==> src/pkg/lcdl_pkg.sv <==
package lcdl_pkg;
  // Width of one column code
  localparam int CODE_W = 10;
  // Number of channel latches
  localparam int NUM_CH = 6;
  // Channel index width
  localparam int CH_W = 3;
  // First and last channel index
  localparam logic [2:0] CH_FIRST = 3'h0;
  localparam logic [2:0] CH_LAST = 3'h5;
  // Serial word length and field positions
  localparam int SER_W = 12;
  localparam logic [3:0] SER_LEN = 4'hc;
  localparam int SEL_HI_POS = 11;
  localparam int SEL_LO_POS = 10;
  localparam int AUX_W = 8;
  // Action codes on bits 11 and 10
  localparam logic [1:0] ACT_LOAD_TWO = 2'h0;
  localparam logic [1:0] ACT_RELEASE = 2'h1;
  localparam logic [1:0] ACT_LOAD_ONE = 2'h2;
  localparam logic [1:0] ACT_GROUND = 2'h3;
  // Polarity latency in clocks, inside the documented six to twelve
  localparam int INV_LAT = 6;
  // Depth of the aux command FIFO in the host
  localparam int FIFO_DEPTH = 4;
  // Host serial clock divider (terminal count; half period is four sys_clk cycles)
  localparam logic [1:0] SCLK_DIV = 2'h3;
  // Reset values
  localparam logic [7:0] AUX_RESET = 8'h00;
  localparam logic [9:0] CODE_RESET = 10'h000;
endpackage

==> src/pkg/lcdl_if.sv <==
`timescale 1ns/1ps
`default_nettype none
// Pins between the timing controller / processor and the column loader
interface lcdl_if;
  // Parallel video side
  logic [9:0] video_word;
  logic sequence_start_flag;
  logic load_direction;
  logic edge_select;
  logic transfer_strobe;
  logic polarity_invert;
  // Serial side
  logic serial_frame_enable;
  logic serial_clock;
  logic serial_data_in;
  // Strap
  logic test_mode_select;
  modport device (
    input video_word, sequence_start_flag, load_direction, edge_select,
    input transfer_strobe, polarity_invert,
    input serial_frame_enable, serial_clock, serial_data_in,
    input test_mode_select
  );
  modport host (
    output video_word, sequence_start_flag, load_direction, edge_select,
    output transfer_strobe, polarity_invert,
    output serial_frame_enable, serial_clock, serial_data_in,
    output test_mode_select
  );
endinterface
`default_nettype wire

==> src/lcdl_device.sv <==
`timescale 1ns/1ps
`default_nettype none
module lcdl_device (
  // Clock and reset
  input wire logic sys_clk,
  input wire logic reset_n,
  // Link
  lcdl_if.device link,
  // Output stage codes, six packed channels
  output logic [59:0] video_code,
  output logic video_invert,
  output logic video_grounded,
  // Auxiliary DAC codes
  output logic [7:0] aux_one_code,
  output logic [7:0] aux_two_code,
  output logic aux_one_grounded
);
  // Negative-edge samples of the parallel bus
  logic [9:0] neg_word_reg;
  logic neg_sequence_start_flag_reg;
  logic neg_dir_reg;
  // Selected samples for this cycle
  logic [9:0] s_word;
  logic s_sequence_start_flag;
  logic s_dir;
  // Loader state
  logic sequence_start_flag_d_reg;
  logic xfr_d_reg;
  logic loading_reg;
  logic [2:0] ch_reg;
  logic dir_hold_reg;
  logic [9:0] latch_reg [6];
  // Invert pipeline
  logic [5:0] inv_pipe_reg;
  // Serial synchronisers, three stages each
  logic [2:0] sen_sync_reg;
  logic [2:0] sclk_sync_reg;
  logic [2:0] sdi_sync_reg;
  logic sclk_rise;
  logic sen_fall;
  logic [11:0] ser_shift_reg;
  logic [4:0] ser_cnt_reg;
  logic ground_reg;

  // Falling-edge capture, in place of a second load edge
  always_ff @(negedge sys_clk or negedge reset_n)
  begin
    if (!reset_n)
    begin
      neg_word_reg <= lcdl_pkg::CODE_RESET;
      neg_sequence_start_flag_reg <= 1'b0;
      neg_dir_reg <= 1'b0;
    end
    else
    begin
      neg_word_reg <= link.video_word;
      neg_sequence_start_flag_reg <= link.sequence_start_flag;
      neg_dir_reg <= link.load_direction;
    end
  end

  // Pick the edge that carries the sample
  assign s_word = link.edge_select ? link.video_word : neg_word_reg;
  assign s_sequence_start_flag = link.edge_select ? link.sequence_start_flag : neg_sequence_start_flag_reg;
  assign s_dir = link.edge_select ? link.load_direction : neg_dir_reg;

  // Flag from previous edge opens a six-word load
  always_ff @(posedge sys_clk or negedge reset_n)
  begin
    if (!reset_n)
    begin
      sequence_start_flag_d_reg <= 1'b0;
      loading_reg <= 1'b0;
      ch_reg <= lcdl_pkg::CH_FIRST;
      dir_hold_reg <= 1'b0;
    end
    else
    begin
      sequence_start_flag_d_reg <= s_sequence_start_flag;
      if (sequence_start_flag_d_reg)
      begin
        // Restart: channel after the first one is next
        loading_reg <= 1'b1;
        dir_hold_reg <= s_dir;
        ch_reg <= s_dir ? lcdl_pkg::CH_LAST - 3'h1 : lcdl_pkg::CH_FIRST + 3'h1;
      end
      else if (loading_reg)
      begin
        if (ch_reg == (dir_hold_reg ? lcdl_pkg::CH_FIRST : lcdl_pkg::CH_LAST))
        begin
          loading_reg <= 1'b0;
        end
        ch_reg <= dir_hold_reg ? ch_reg - 3'h1 : ch_reg + 3'h1;
      end
    end
  end

  // Word goes to the channel in turn
  always_ff @(posedge sys_clk or negedge reset_n)
  begin
    if (!reset_n)
    begin
      for (int i = 0; i < lcdl_pkg::NUM_CH; i++)
      begin
        latch_reg[i] <= lcdl_pkg::CODE_RESET;
      end
    end
    else if (sequence_start_flag_d_reg)
    begin
      latch_reg[s_dir ? lcdl_pkg::CH_LAST : lcdl_pkg::CH_FIRST] <= s_word;
    end
    else if (loading_reg)
    begin
      latch_reg[ch_reg] <= s_word;
    end
  end

  // Strobe seen one rising edge ahead moves all six out
  always_ff @(posedge sys_clk or negedge reset_n)
  begin
    if (!reset_n)
    begin
      xfr_d_reg <= 1'b0;
      video_code <= '0;
    end
    else
    begin
      xfr_d_reg <= link.transfer_strobe;
      if (xfr_d_reg)
      begin
        for (int i = 0; i < lcdl_pkg::NUM_CH; i++)
        begin
          video_code[i*10 +: 10] <= latch_reg[i];
        end
      end
    end
  end

  // Invert flag delayed by a fixed six clocks
  always_ff @(posedge sys_clk or negedge reset_n)
  begin
    if (!reset_n)
    begin
      inv_pipe_reg <= '0;
      video_invert <= 1'b0;
    end
    else
    begin
      inv_pipe_reg <= {inv_pipe_reg[4:0], link.polarity_invert};
      video_invert <= inv_pipe_reg[lcdl_pkg::INV_LAT-2];
    end
  end

  // Three-stage synchronisers on the serial pins
  always_ff @(posedge sys_clk or negedge reset_n)
  begin
    if (!reset_n)
    begin
      sen_sync_reg <= '0;
      sclk_sync_reg <= '0;
      sdi_sync_reg <= '0;
    end
    else
    begin
      sen_sync_reg <= {sen_sync_reg[1:0], link.serial_frame_enable};
      sclk_sync_reg <= {sclk_sync_reg[1:0], link.serial_clock};
      sdi_sync_reg <= {sdi_sync_reg[1:0], link.serial_data_in};
    end
  end
  assign sclk_rise = sclk_sync_reg[1] && !sclk_sync_reg[2];
  assign sen_fall = !sen_sync_reg[1] && sen_sync_reg[2];

  // Shift MSB first while the frame is open
  always_ff @(posedge sys_clk or negedge reset_n)
  begin
    if (!reset_n)
    begin
      ser_shift_reg <= '0;
      ser_cnt_reg <= '0;
    end
    else if (!sen_sync_reg[2])
    begin
      ser_cnt_reg <= '0;
    end
    else if (sclk_rise)
    begin
      ser_shift_reg <= {ser_shift_reg[10:0], sdi_sync_reg[2]};
      if (ser_cnt_reg != 5'h1f)
      begin
        ser_cnt_reg <= ser_cnt_reg + 5'h01;
      end
    end
  end

  // Decode on frame close; only full frames act
  always_ff @(posedge sys_clk or negedge reset_n)
  begin
    if (!reset_n)
    begin
      aux_one_code <= lcdl_pkg::AUX_RESET;
      aux_two_code <= lcdl_pkg::AUX_RESET;
      ground_reg <= 1'b0;
    end
    else if (sen_fall && ser_cnt_reg >= 5'(lcdl_pkg::SER_LEN))
    begin
      unique case (ser_shift_reg[lcdl_pkg::SEL_HI_POS:lcdl_pkg::SEL_LO_POS])
        lcdl_pkg::ACT_LOAD_TWO:
        begin
          aux_two_code <= ser_shift_reg[7:0];
        end
        lcdl_pkg::ACT_LOAD_ONE:
        begin
          aux_one_code <= ser_shift_reg[7:0];
          ground_reg <= 1'b0;
        end
        lcdl_pkg::ACT_RELEASE:
        begin
          ground_reg <= 1'b0;
        end
        lcdl_pkg::ACT_GROUND:
        begin
          ground_reg <= 1'b1;
        end
      endcase
    end
  end

  // Test mode overrides grounding of video and aux one
  always_ff @(posedge sys_clk or negedge reset_n)
  begin
    if (!reset_n)
    begin
      video_grounded <= 1'b0;
      aux_one_grounded <= 1'b0;
    end
    else
    begin
      video_grounded <= ground_reg && !link.test_mode_select;
      aux_one_grounded <= ground_reg && !link.test_mode_select;
    end
  end
endmodule
`default_nettype wire

==> src/flat_wrapper.sv <==
// flat-port wrapper written by rule: the top's interface ports become plain ports
module lcdl_device_flat 
  (sys_clk, reset_n, video_code, video_invert, video_grounded, aux_one_code, aux_two_code, aux_one_grounded, link_video_word, link_sequence_start_flag, link_load_direction, link_edge_select, link_transfer_strobe, link_polarity_invert, link_serial_frame_enable, link_serial_clock, link_serial_data_in, link_test_mode_select);
  lcdl_if link_i ();
  input wire logic sys_clk;
  input wire logic reset_n;
  output logic [59:0] video_code;
  output logic video_invert;
  output logic video_grounded;
  output logic [7:0] aux_one_code;
  output logic [7:0] aux_two_code;
  output logic aux_one_grounded;
  input wire logic [$bits(link_i.video_word)-1:0] link_video_word;
  input wire logic [$bits(link_i.sequence_start_flag)-1:0] link_sequence_start_flag;
  input wire logic [$bits(link_i.load_direction)-1:0] link_load_direction;
  input wire logic [$bits(link_i.edge_select)-1:0] link_edge_select;
  input wire logic [$bits(link_i.transfer_strobe)-1:0] link_transfer_strobe;
  input wire logic [$bits(link_i.polarity_invert)-1:0] link_polarity_invert;
  input wire logic [$bits(link_i.serial_frame_enable)-1:0] link_serial_frame_enable;
  input wire logic [$bits(link_i.serial_clock)-1:0] link_serial_clock;
  input wire logic [$bits(link_i.serial_data_in)-1:0] link_serial_data_in;
  input wire logic [$bits(link_i.test_mode_select)-1:0] link_test_mode_select;
  assign link_i.video_word = link_video_word;
  assign link_i.sequence_start_flag = link_sequence_start_flag;
  assign link_i.load_direction = link_load_direction;
  assign link_i.edge_select = link_edge_select;
  assign link_i.transfer_strobe = link_transfer_strobe;
  assign link_i.polarity_invert = link_polarity_invert;
  assign link_i.serial_frame_enable = link_serial_frame_enable;
  assign link_i.serial_clock = link_serial_clock;
  assign link_i.serial_data_in = link_serial_data_in;
  assign link_i.test_mode_select = link_test_mode_select;
  lcdl_device u_core (.sys_clk(sys_clk), .reset_n(reset_n), .link(link_i), .video_code(video_code), .video_invert(video_invert), .video_grounded(video_grounded), .aux_one_code(aux_one_code), .aux_two_code(aux_two_code), .aux_one_grounded(aux_one_grounded));
endmodule
==> config.mk <==
export PLATFORM = sky130hd
export DESIGN_NAME = lcdl_device_flat
export DESIGN_NICKNAME = d
export VERILOG_FILES = /design/src/pkg/lcdl_pkg.sv /design/src/pkg/lcdl_if.sv /design/src/lcdl_device.sv /design/src/flat_wrapper.sv
export SDC_FILE = /design/constraint.sdc
export NUM_CORES = 1
export LEC_CHECK = 0
export BUFFER_PORTS_ARGS = -buffer_cell sky130_fd_sc_hd__buf_2
export CAP_MARGIN = 0
export CORE_UTILIZATION = 40
export DETAILED_ROUTE_END_ITERATION = 6
export PLACE_DENSITY_LB_ADDON = 0.1
export RECOVER_POWER = 50
export SYNTH_ARGS = -nofsm -noshare
export SYNTH_HDL_FRONTEND = slang
export SYNTH_SLANG_ARGS = --single-unit
==> constraint.sdc <==
create_clock -name sys_clk -period 1.75 [get_ports sys_clk]
set_input_delay 0.175 -clock sys_clk [delete_from_list [all_inputs] [get_ports sys_clk]]
set_output_delay 0.175 -clock sys_clk [all_outputs]
set_load 0.005 [all_outputs]
==> results_dict.tcl, run 1 <==
set metrics [dict create \
    cts_buffers 17 \
    insertion_delay_ns 0.44 \
    p_switching_mw 3.71 \
    first_iter_violations 168 \
    core_um2 17300 \
    path_clk_slew_ns 0.07 \
    finalMaxSlewViolations 0 \
    status "complete, but fails checks" \
    nets 580 \
    grt_use_total_pct 16.8 \
    portBuffers 99 \
    grt_max_degree 122 \
    synth_ff_type "dfrtp_1" \
    comb_power_share_pct 22.4 \
    ioPinCount 100 \
    synthCells 425 \
    vias 3860 \
    peakVddDrop_v 0.000741 \
    avgSynthCellArea_um2 16.7 \
    grt_overflow 0 \
    ys_async_sr_fraction_pct 100 \
    sw_frac_of_total_pct 27.8 \
    rsz0062_at_grt "yes" \
    via_per_inst 4.87 \
    clockPowerShare_pct 26.9 \
    p_seq_share_pct 50.7 \
    fillers 1515 \
    synth_seq_cells 189 \
    die_y_um 135 \
    setup_tns_ns -17.03 \
    first_global_vias 4040 \
    die_w_um 135 \
    die_area_um2 18300 \
    ys_top_cells_by_count "dfrtp_1, mux2_2, dfrtn_1" \
    wl_um 13900 \
    drtPass1Iterations 4 \
    dp_hpwl_um 9010 \
    ys_types 40 \
    final_antenna_net_count 0 \
    start_util_pct 41.1 \
    drv_cap 0 \
    path_max_fanout 10 \
    hold_viol_final 0 \
    cts_tree "done" \
    cts.sinks 189 \
    finalNonFillerCells 793 \
    synth_top_area_share_pct 62.3 \
    cts-root-buf "clkbuf_16" \
    yosys.area.top_type "dfrtp_1" \
    wl_per_cell_um 17.5 \
    antenna_found_initial 0 \
    synth-edff-count 0 \
    finalPower_mw 13.3 \
    htreeDepth 4 \
    synth_seq_area_share_pct 66.6 \
    cellPowerDensity_nw_per_um2 1530 \
    worstMarginPinSlew_ns 1.01 \
    clk_path_buf_depth 2 \
    cp_data_arrival_time_ns 2.58 \
    diodes 0 \
    worstSetupStartpointType "flop" \
    synth_area_um2 7100 \
    failed_checks "negative setup slack" \
    drc 0 \
    grt_pass1_wl_um 22500 \
    gp_congestion 0.736 \
    setup_slack_ns -0.510 \
    synth.most_common_cell "dfrtp_1" \
    critPathCaptureType "flop" \
    num_rows 48 \
    setup_viol 75 \
    utilization_pct 50.2 \
    critPathKind "reg2reg" \
    required_ns 2.07 \
    dp.cells 754 \
    hold_path.class "in2reg" \
    drive_gt1_share_pct 49.6 \
    area_growth_pct 22.3 \
    syn-num-nets 450 \
    slew_headroom_pct 32.9 \
    yosysWarnings 0 \
    synth.top_cells.by_area "dfrtp_1, mux2_2, dfrtn_1" \
    fin_worst_skew_ns 0.0311 \
    p_int_mw 9.61 \
    total_leakage_power_nw 4.00 \
]
-- cells in the final DEF, fill, tap and decap left out, drive strengths merged, types with 2 or more instances in the layout --
cell type    synthesis  layout
clkinv               0       3
a22oi                2       2
buf                 10      68
dfrtp              177     177
inv                  3      10
nand3b               2       2
nand2                9       9
mux2i                2       2
nor3b                2       2
dfrtn               12      12
a21oi                7       7
and4b                2       2
a211oi               2       2
or3b                 2       2
clkinvlp             0       4
xor2                 2       2
a21o                 2       2
dlygate4sd3          0       7
o31ai                2       2
nor2b                2       2
nor2                 6       6
clkbuf               4      68
mux2               160     160
ha                   3       3
-- area by class of cell --
class	count	area (um2)	share of cell area, %
Multi-Input combinational cell	219	2420	27.9
Clock buffer	18	439	5.05
Timing Repair Buffer	125	694	7.99
Tap cell	225	282	3.24
Sequential cell	189	4730	54.4
Inverter	3	11.3	0.130
Clock inverter	14	109	1.25
-- worst max-delay path, cell delays in order (launching register included) --
cell	delay [ns]
dfrtn_1	0.34
mux2_4	0.29
a22oi_4	0.19
buf_12	0.15
mux2_2	0.33
-- path summary, 6_finish.rpt --
path,slack (ns),to,from,cells past startpoint
worst max-delay path,-0.51,u_core.latch_reg[3]$_DFFE_PN0P_,u_core.neg_dir_reg$_DFF_NN0_,4
worst min-delay path,0.04,u_core.sequence_start_flag_d_reg$_DFF_PN0_,link_sequence_start_flag,2
worst max register to register,-0.51,u_core.latch_reg[3]$_DFFE_PN0P_,u_core.neg_dir_reg$_DFF_NN0_,4
worst min register to register,0.35,u_core.sen_sync_reg[1]$_DFF_PN0_,u_core.sen_sync_reg[0]$_DFF_PN0_,0
max in group asynchronous,-0.14,u_core.neg_word_reg[6]$_DFF_NN0_,reset_n,2
min in group asynchronous,0.46,u_core.video_code[53]$_DFFE_PN0P_,reset_n,2
-- power by group through the flow --
stage | clock [mW] | combinational (mW) | sequential [mW]
3_5_place_dp | 0 | 3.07 | 6.83
2_1_floorplan | 0 | 1.84 | 6.63
3_3_place_gp | 0 | 3.01 | 6.80
6_report | 3.59 | 2.98 | 6.75
5_1_grt | 3.89 | 3.29 | 6.96
4_1_cts | 3.70 | 3.11 | 6.76
-- what timing repair did --
| action | CTS | global route |
|---|---|---|
| pin swaps | 0 | 0 |
| gates cloned | 0 | 0 |
| setup buffers | 0 | 0 |
| setup endpoints to repair | 63 | 67 |
| resized for setup | 2 | 7 |
| hold buffers | 7 | 0 |
| hold endpoints to repair | 43 | 0 |
-- metal layers --
metal	vias to the layer above	track usage [%]	part of all wire, %	wire (um)
li1	1776	-	-	-
met1	1986	22.7	47	6560
met2	82	25.8	47	6520
met3	16	4.86	4.2	580
met4	0	6.37	1.6	224
met5	-	0	0	0
-- through the flow --
step	instance area [um2]	worst slack [ns]	hold slack, ns
floorplan	7200	-0.508	-0.121
global placement	8120	-0.512	0.110
detailed placement	8120	-0.537	0.121
CTS	8750	-0.508	0.00651
global route	8690	-0.540	0.0635
finish	8690	-0.510	0.0361
-- logic make-up (layout without fill, tap and decap cells) --
family,count (synthesis),in the layout,share of synthesized area (%)
compound gates,16,16,1.85
simple gates,34,34,3.56
flops,189,189,66.6
fa+ha+maj,4,4,0.810
xor+xnor,3,3,0.370
mux,162,162,25.7
buf+inv,17,160,1.14
No activity file was read; power rests on OpenSTA's default activity.
==> inputs of run 2 (changes only) <==
--- a/config.mk
+++ b/config.mk
@@ -9,6 +9,7 @@
 export CAP_MARGIN = 0
 export CORE_UTILIZATION = 40
 export DETAILED_ROUTE_END_ITERATION = 6
+export GPL_TIMING_DRIVEN = 0
 export PLACE_DENSITY_LB_ADDON = 0.1
 export RECOVER_POWER = 50
 export SYNTH_ARGS = -nofsm -noshare
==> run 2 against run 1 <==
  * The flow still finishes with violations (negative setup slack)
  * First-iteration DRC count shrank 3.0%
  * Worst hold slack gained 0.026 ns
  * Critical path depth is the same
  * Setup slack lost 0.056 ns
  * Global-route usage shrank 0.20 points
  * Register-to-register slack lost 0.06 ns
  * Routed wire length grew 0.19%
  * Utilization grew 1.0 points
==> results_dict.tcl, run 2 (synthesis results as in run 1) <==
set metrics [dict create \
    drc 0 \
    final_common_cell "dfrtp_1" \
    dp_hpwl_um 9190 \
    htreeDepth 4 \
    gp_congestion 0.761 \
    r2r-start "u_core.neg_dir_reg$_DFF_NN0_" \
    grt_pass1_wl_um 22500 \
    worstMarginPinSlew_ns 1.30 \
    rsz0062_at_grt "yes" \
    finalPower_mw 13.9 \
    cts.sinks 189 \
    die_area_um2 18300 \
    reg2regPathDepth 4 \
    core_um2 17300 \
    start_util_pct 41.1 \
    required_ns 2.05 \
    antenna_found_initial 0 \
    path_clk_slew_ns 0.06 \
    worstSetupStartpointType "flop" \
    setup_slack_ns -0.565 \
    wl_per_cell_um 17.4 \
    diodes 0 \
    nets 587 \
    cts_tree "done" \
    portBuffers 99 \
    status "complete, but fails checks" \
    area_growth_pct 24.8 \
    grt_max_degree 98 \
    total_leakage_power_nw 4.21 \
    final_antenna_net_count 0 \
    drtPass1Iterations 4 \
    peakVddDrop_v 0.000748 \
    fin_worst_skew_ns 0.0271 \
    setup_viol 75 \
    cts-root-buf "clkbuf_16" \
    die_y_um 135 \
    critPathCaptureType "flop" \
    clk_path_buf_depth 2 \
    failed_checks "negative setup slack" \
    insertion_delay_ns 0.42 \
    drv_cap 0 \
    wl_um 13900 \
    cellPowerDensity_nw_per_um2 1570 \
    die_w_um 135 \
    fin_area_um2 8870 \
    final_cell_mix "dfrtp_1, mux2_2, buf_2" \
    hold_viol_final 0 \
    finalMaxSlewViolations 0 \
    slew_headroom_pct 13.5 \
    grt_use_total_pct 16.6 \
    cts_buffers 17 \
    num_rows 48 \
    startpoint "u_core.neg_dir_reg$_DFF_NN0_" \
    first_iter_violations 163 \
    via_per_inst 4.90 \
    critPathKind "reg2reg" \
    fillers 1508 \
    place_area_um2 8020 \
    ioPinCount 100 \
    finalNonFillerCells 800 \
    first_global_vias 4147 \
    dp.cells 750 \
    vias 3916 \
    drive_gt1_share_pct 57.4 \
    hold_path.class "in2async" \
    grt_overflow 0 \
    cp_data_arrival_time_ns 2.62 \
    path_max_fanout 9 \
]
## run 2: changes by cell type in the layout (fill, tap and decap cells not counted), moves of 2 or more
cell,change
mux2_2,-2
buf_2,+53
buf_12,-2
clkbuf_1,-40
mux2_4,+2
clkinv_4,+2
inv_6,-6
clkinvlp_4,-2
bufinv_16,+4
## run 2: report_power, final
group | switching (mW) | leakage, nW | internal (mW)
sequential | 0.822 | 2.31 | 5.88
combinational | 1.17 | 1.60 | 1.97
clock | 1.58 | 0.300 | 2.47
## run 2: timing repair
item,in CTS,in global routing
endpoints found under the setup margin,63,84
pin swaps,6,7
gates resized for setup,1,14
setup buffers,7,4
hold buffers,6,1
hold endpoints to repair,98,93
## run 2: routing by layer
metal  track usage (%)  wire, um
met3              5.24       716
met4              5.24       147
met5                 0         0
met2              27.3      6830
met1              21.0      6220
## run 2: critical path: stages (launching register included)
cell	delay [ns]
dfrtn_1	0.35
mux2_4	0.30
a22oi_4	0.21
buf_12	0.16
mux2_2	0.33
## run 2: per-stage QoR
step	setup slack (ns)	TNS, ns	hold WS, ns	util, %
finish	-0.565	-18.94	0.0625	51.3
global route	-0.604	-23.83	0.159	51.3
CTS	-0.580	-17.61	-0.215	50.8
detailed placement	-0.698	-23.24	0.242	46.3
global placement	-3.17	-488.99	0.283	46.1
floorplan	-0.508	-12.88	-0.121	-
## run 2: final cells by class
class | count | area (um2) | share of cell area [%]
tap | 225 | 282 | 3.17
clock inverter | 10 | 163 | 1.83
timing repair buffer | 118 | 702 | 7.91
clock buffer | 22 | 464 | 5.23
sequential | 189 | 4730 | 53.3
inverter | 3 | 11.3 | 0.127
buffer | 14 | 71.3 | 0.804
multi-input combinational | 219 | 2450 | 27.6
## run 2: final timing paths
| kind | to | slack [ns] |
|---|---|---|
| min in group sys_clk | u_core.dir_hold_reg$_DFFE_PN0P_ | 0.17 |
| worst min-delay path | u_core.sdi_sync_reg[1]$_DFF_PN0_ | 0.06 |
| worst max-delay path | u_core.latch_reg[8]$_DFFE_PN0P_ | -0.57 |
| max in group asynchronous | u_core.neg_word_reg[0]$_DFF_NN0_ | -0.19 |
| worst min register to register | u_core.sen_sync_reg[1]$_DFF_PN0_ | 0.35 |
| worst max register to register | u_core.latch_reg[8]$_DFFE_PN0P_ | -0.57 |
==> inputs of run 3 (changes only) <==
--- a/config.mk
+++ b/config.mk
@@ -5,10 +5,10 @@
 export SDC_FILE = /design/constraint.sdc
 export NUM_CORES = 1
 export LEC_CHECK = 0
-export BUFFER_PORTS_ARGS = -buffer_cell sky130_fd_sc_hd__buf_2
 export CAP_MARGIN = 0
 export CORE_UTILIZATION = 40
 export DETAILED_ROUTE_END_ITERATION = 6
+export DONT_BUFFER_PORTS = 1
 export GPL_TIMING_DRIVEN = 0
 export PLACE_DENSITY_LB_ADDON = 0.1
 export RECOVER_POWER = 50
==> run 3 against run 2 <==
  * The run ends with negative hold slack, negative setup slack left
  * Non-clock buffer count is 98 lower
  * Utilization is 3.1 points lower
  * Register-to-register slack better by 0.03 ns
  * Combinational power is 28% lower
  * Die area stayed put
  * Critical path depth stayed put
  * Power is 6.6% lower
  * Worst hold slack worse by 0.61 ns
  * Routed wire length is 1.3% higher
  * Critical path type unchanged
  * Critical endpoint is now u_core.latch_reg[2]$_DFFE_PN0P_
==> results_dict.tcl, run 3 (synthesis results as in run 1) <==
set metrics [dict create \
    critPathKind "reg2reg" \
    rsz0062_at_grt "yes" \
    critPathCaptureType "flop" \
    final_cell_mix "dfrtp_1, mux2_2, mux2_4" \
    htreeDepth 4 \
    sw_frac_of_total_pct 26.0 \
    drive_gt1_share_pct 48.2 \
    cts_buffers 17 \
    path_max_fanout 5 \
    core_um2 17300 \
    cellPowerDensity_nw_per_um2 1560 \
    die_w_um 135 \
    p_switching_mw 3.38 \
    p_seq_share_pct 53.6 \
    path_clk_slew_ns 0.06 \
    gp_congestion 0.751 \
    hold_buffers 9 \
    total_leakage_power_nw 3.77 \
    peakVddDrop_v 0.000740 \
    path_cells "mux2_4, a22oi_4, buf_6, mux2_4" \
    wl_um 14100 \
    cts.sinks 189 \
    worstMarginPinSlew_ns 0.548 \
    required_ns 2.05 \
    fin_worst_skew_ns 0.0288 \
    portBuffers 0 \
    hold_viol_final 177 \
    grt_overflow 0 \
    clk_path_buf_depth 2 \
    status "complete, but fails checks" \
    diodes 0 \
    drc 0 \
    finalPower_mw 13.0 \
    hold_path.class "in2async" \
    final_common_cell "dfrtp_1" \
    clockPowerShare_pct 29.1 \
    p_int_mw 9.59 \
    die_y_um 135 \
    drv_cap 0 \
    cts_tree "done" \
    antenna_found_initial 0 \
    die_area_um2 18300 \
    finalMaxSlewViolations 0 \
    num_rows 48 \
    grt_use_total_pct 16.9 \
    cp_data_arrival_time_ns 2.59 \
    setup_slack_ns -0.531 \
    comb_power_share_pct 17.3 \
    drtPass1Iterations 4 \
    area_growth_pct 17.2 \
    setup_tns_ns -16.68 \
    grt_pass1_wl_um 22500 \
    insertion_delay_ns 0.42 \
    hold_slack_ns -0.548 \
    worstSetupStartpointType "flop" \
    fillers 1522 \
    vias 3565 \
    max_stage_delay_ns 0.35 \
    critPathSlowestCell "dfrtn_1" \
    cts-root-buf "clkbuf_16" \
    start_util_pct 41.1 \
    final_antenna_net_count 0 \
    first_global_vias 3893 \
    setup_viol 61 \
    crit_top_cell "mux2_4" \
    grt_max_degree 190 \
    reg2regPathDepth 4 \
    nets 489 \
    failed_checks "negative hold slack, negative setup slack" \
    dp_hpwl_um 8800 \
    ioPinCount 100 \
    slew_headroom_pct 63.4 \
    dp_slack_ns -0.697 \
    via_per_inst 5.08 \
    first_iter_violations 191 \
    wl_per_cell_um 20.1 \
]
==> run 3: critical path: cells and delay by family, from the launching register on <==
family / cells / cell delay [ns]
multiplexers: 2 / 0.59
flip-flops: 1 / 0.35
AO/OA/AOI/OAI: 1 / 0.21
buffers and inverters: 1 / 0.17
==> run 3: layer usage <==
| layer | vias up | global-route usage [%] | share of wire, % | wire length, um |
|---|---|---|---|---|
| li1 | 1585 | - | - | - |
| met1 | 1892 | 20.7 | 42 | 5980 |
| met2 | 76 | 26.7 | 49 | 6900 |
| met3 | 12 | 7.03 | 7.3 | 1020 |
| met4 | 0 | 6.24 | 1.2 | 176 |
| met5 | - | 0 | 0 | 0 |
==> run 3: worst paths after layout <==
check,from,slack (ns),end
setup / recovery,u_core.neg_dir_reg$_DFF_NN0_,-0.53,u_core.latch_reg[2]$_DFFE_PN0P_
hold / removal,reset_n,-0.55,u_core.inv_pipe_reg[4]$_DFF_PN0_
setup reg to reg,u_core.neg_dir_reg$_DFF_NN0_,-0.53,u_core.latch_reg[2]$_DFFE_PN0P_
hold reg to reg,u_core.inv_pipe_reg[4]$_DFF_PN0_,0.35,u_core.video_invert$_DFF_PN0_
max in group asynchronous,reset_n,1.32,u_core.neg_word_reg[0]$_DFF_NN0_
min in group sys_clk,link_load_direction,0.04,u_core.dir_hold_reg$_DFFE_PN0P_
==> run 3: through the flow <==
step	instances	area, um2	util (%)	hold WS (ns)
floorplan	425	7200	-	-0.121
global placement	650	7480	43.3	-0.114
detailed placement	650	7480	43.3	-0.111
CTS	700	8280	47.9	-0.569
global route	702	8320	48.1	-0.581
finish	702	8320	48.1	-0.548
==> run 3: timing repair <==
item	4_1_cts	5_1_grt
gates cloned	0	0
setup endpoints to repair	64	86
endpoints found under the hold margin	185	177
gates resized for setup	13	8
pin swaps	5	5
setup buffers	9	2
==> run 3: area by class of cell <==
| type | count | area, um2 | area share (%) |
|---|---|---|---|
| plain buffers | 14 | 72.6 | 0.872 |
| clock buffers | 22 | 464 | 5.58 |
| clock inverters | 10 | 115 | 1.38 |
| inverters | 3 | 11.3 | 0.135 |
| multi-input cells | 219 | 2440 | 29.3 |
| flip-flops and latches | 189 | 4730 | 56.8 |
| well taps | 225 | 282 | 3.38 |
| repair buffers | 20 | 209 | 2.51 |
==> run 3: power by group through the flow <==
stage                     sequential (mW)  clock [mW]  combinational (mW)
final                                6.95        3.77                2.25
after floorplan                      6.63           0                1.84
after CTS                            7.00        3.88                2.29
after detailed placement             7.06           0                2.12
after global routing                 7.20        4.08                2.46
after global placement               7.02           0                2.03
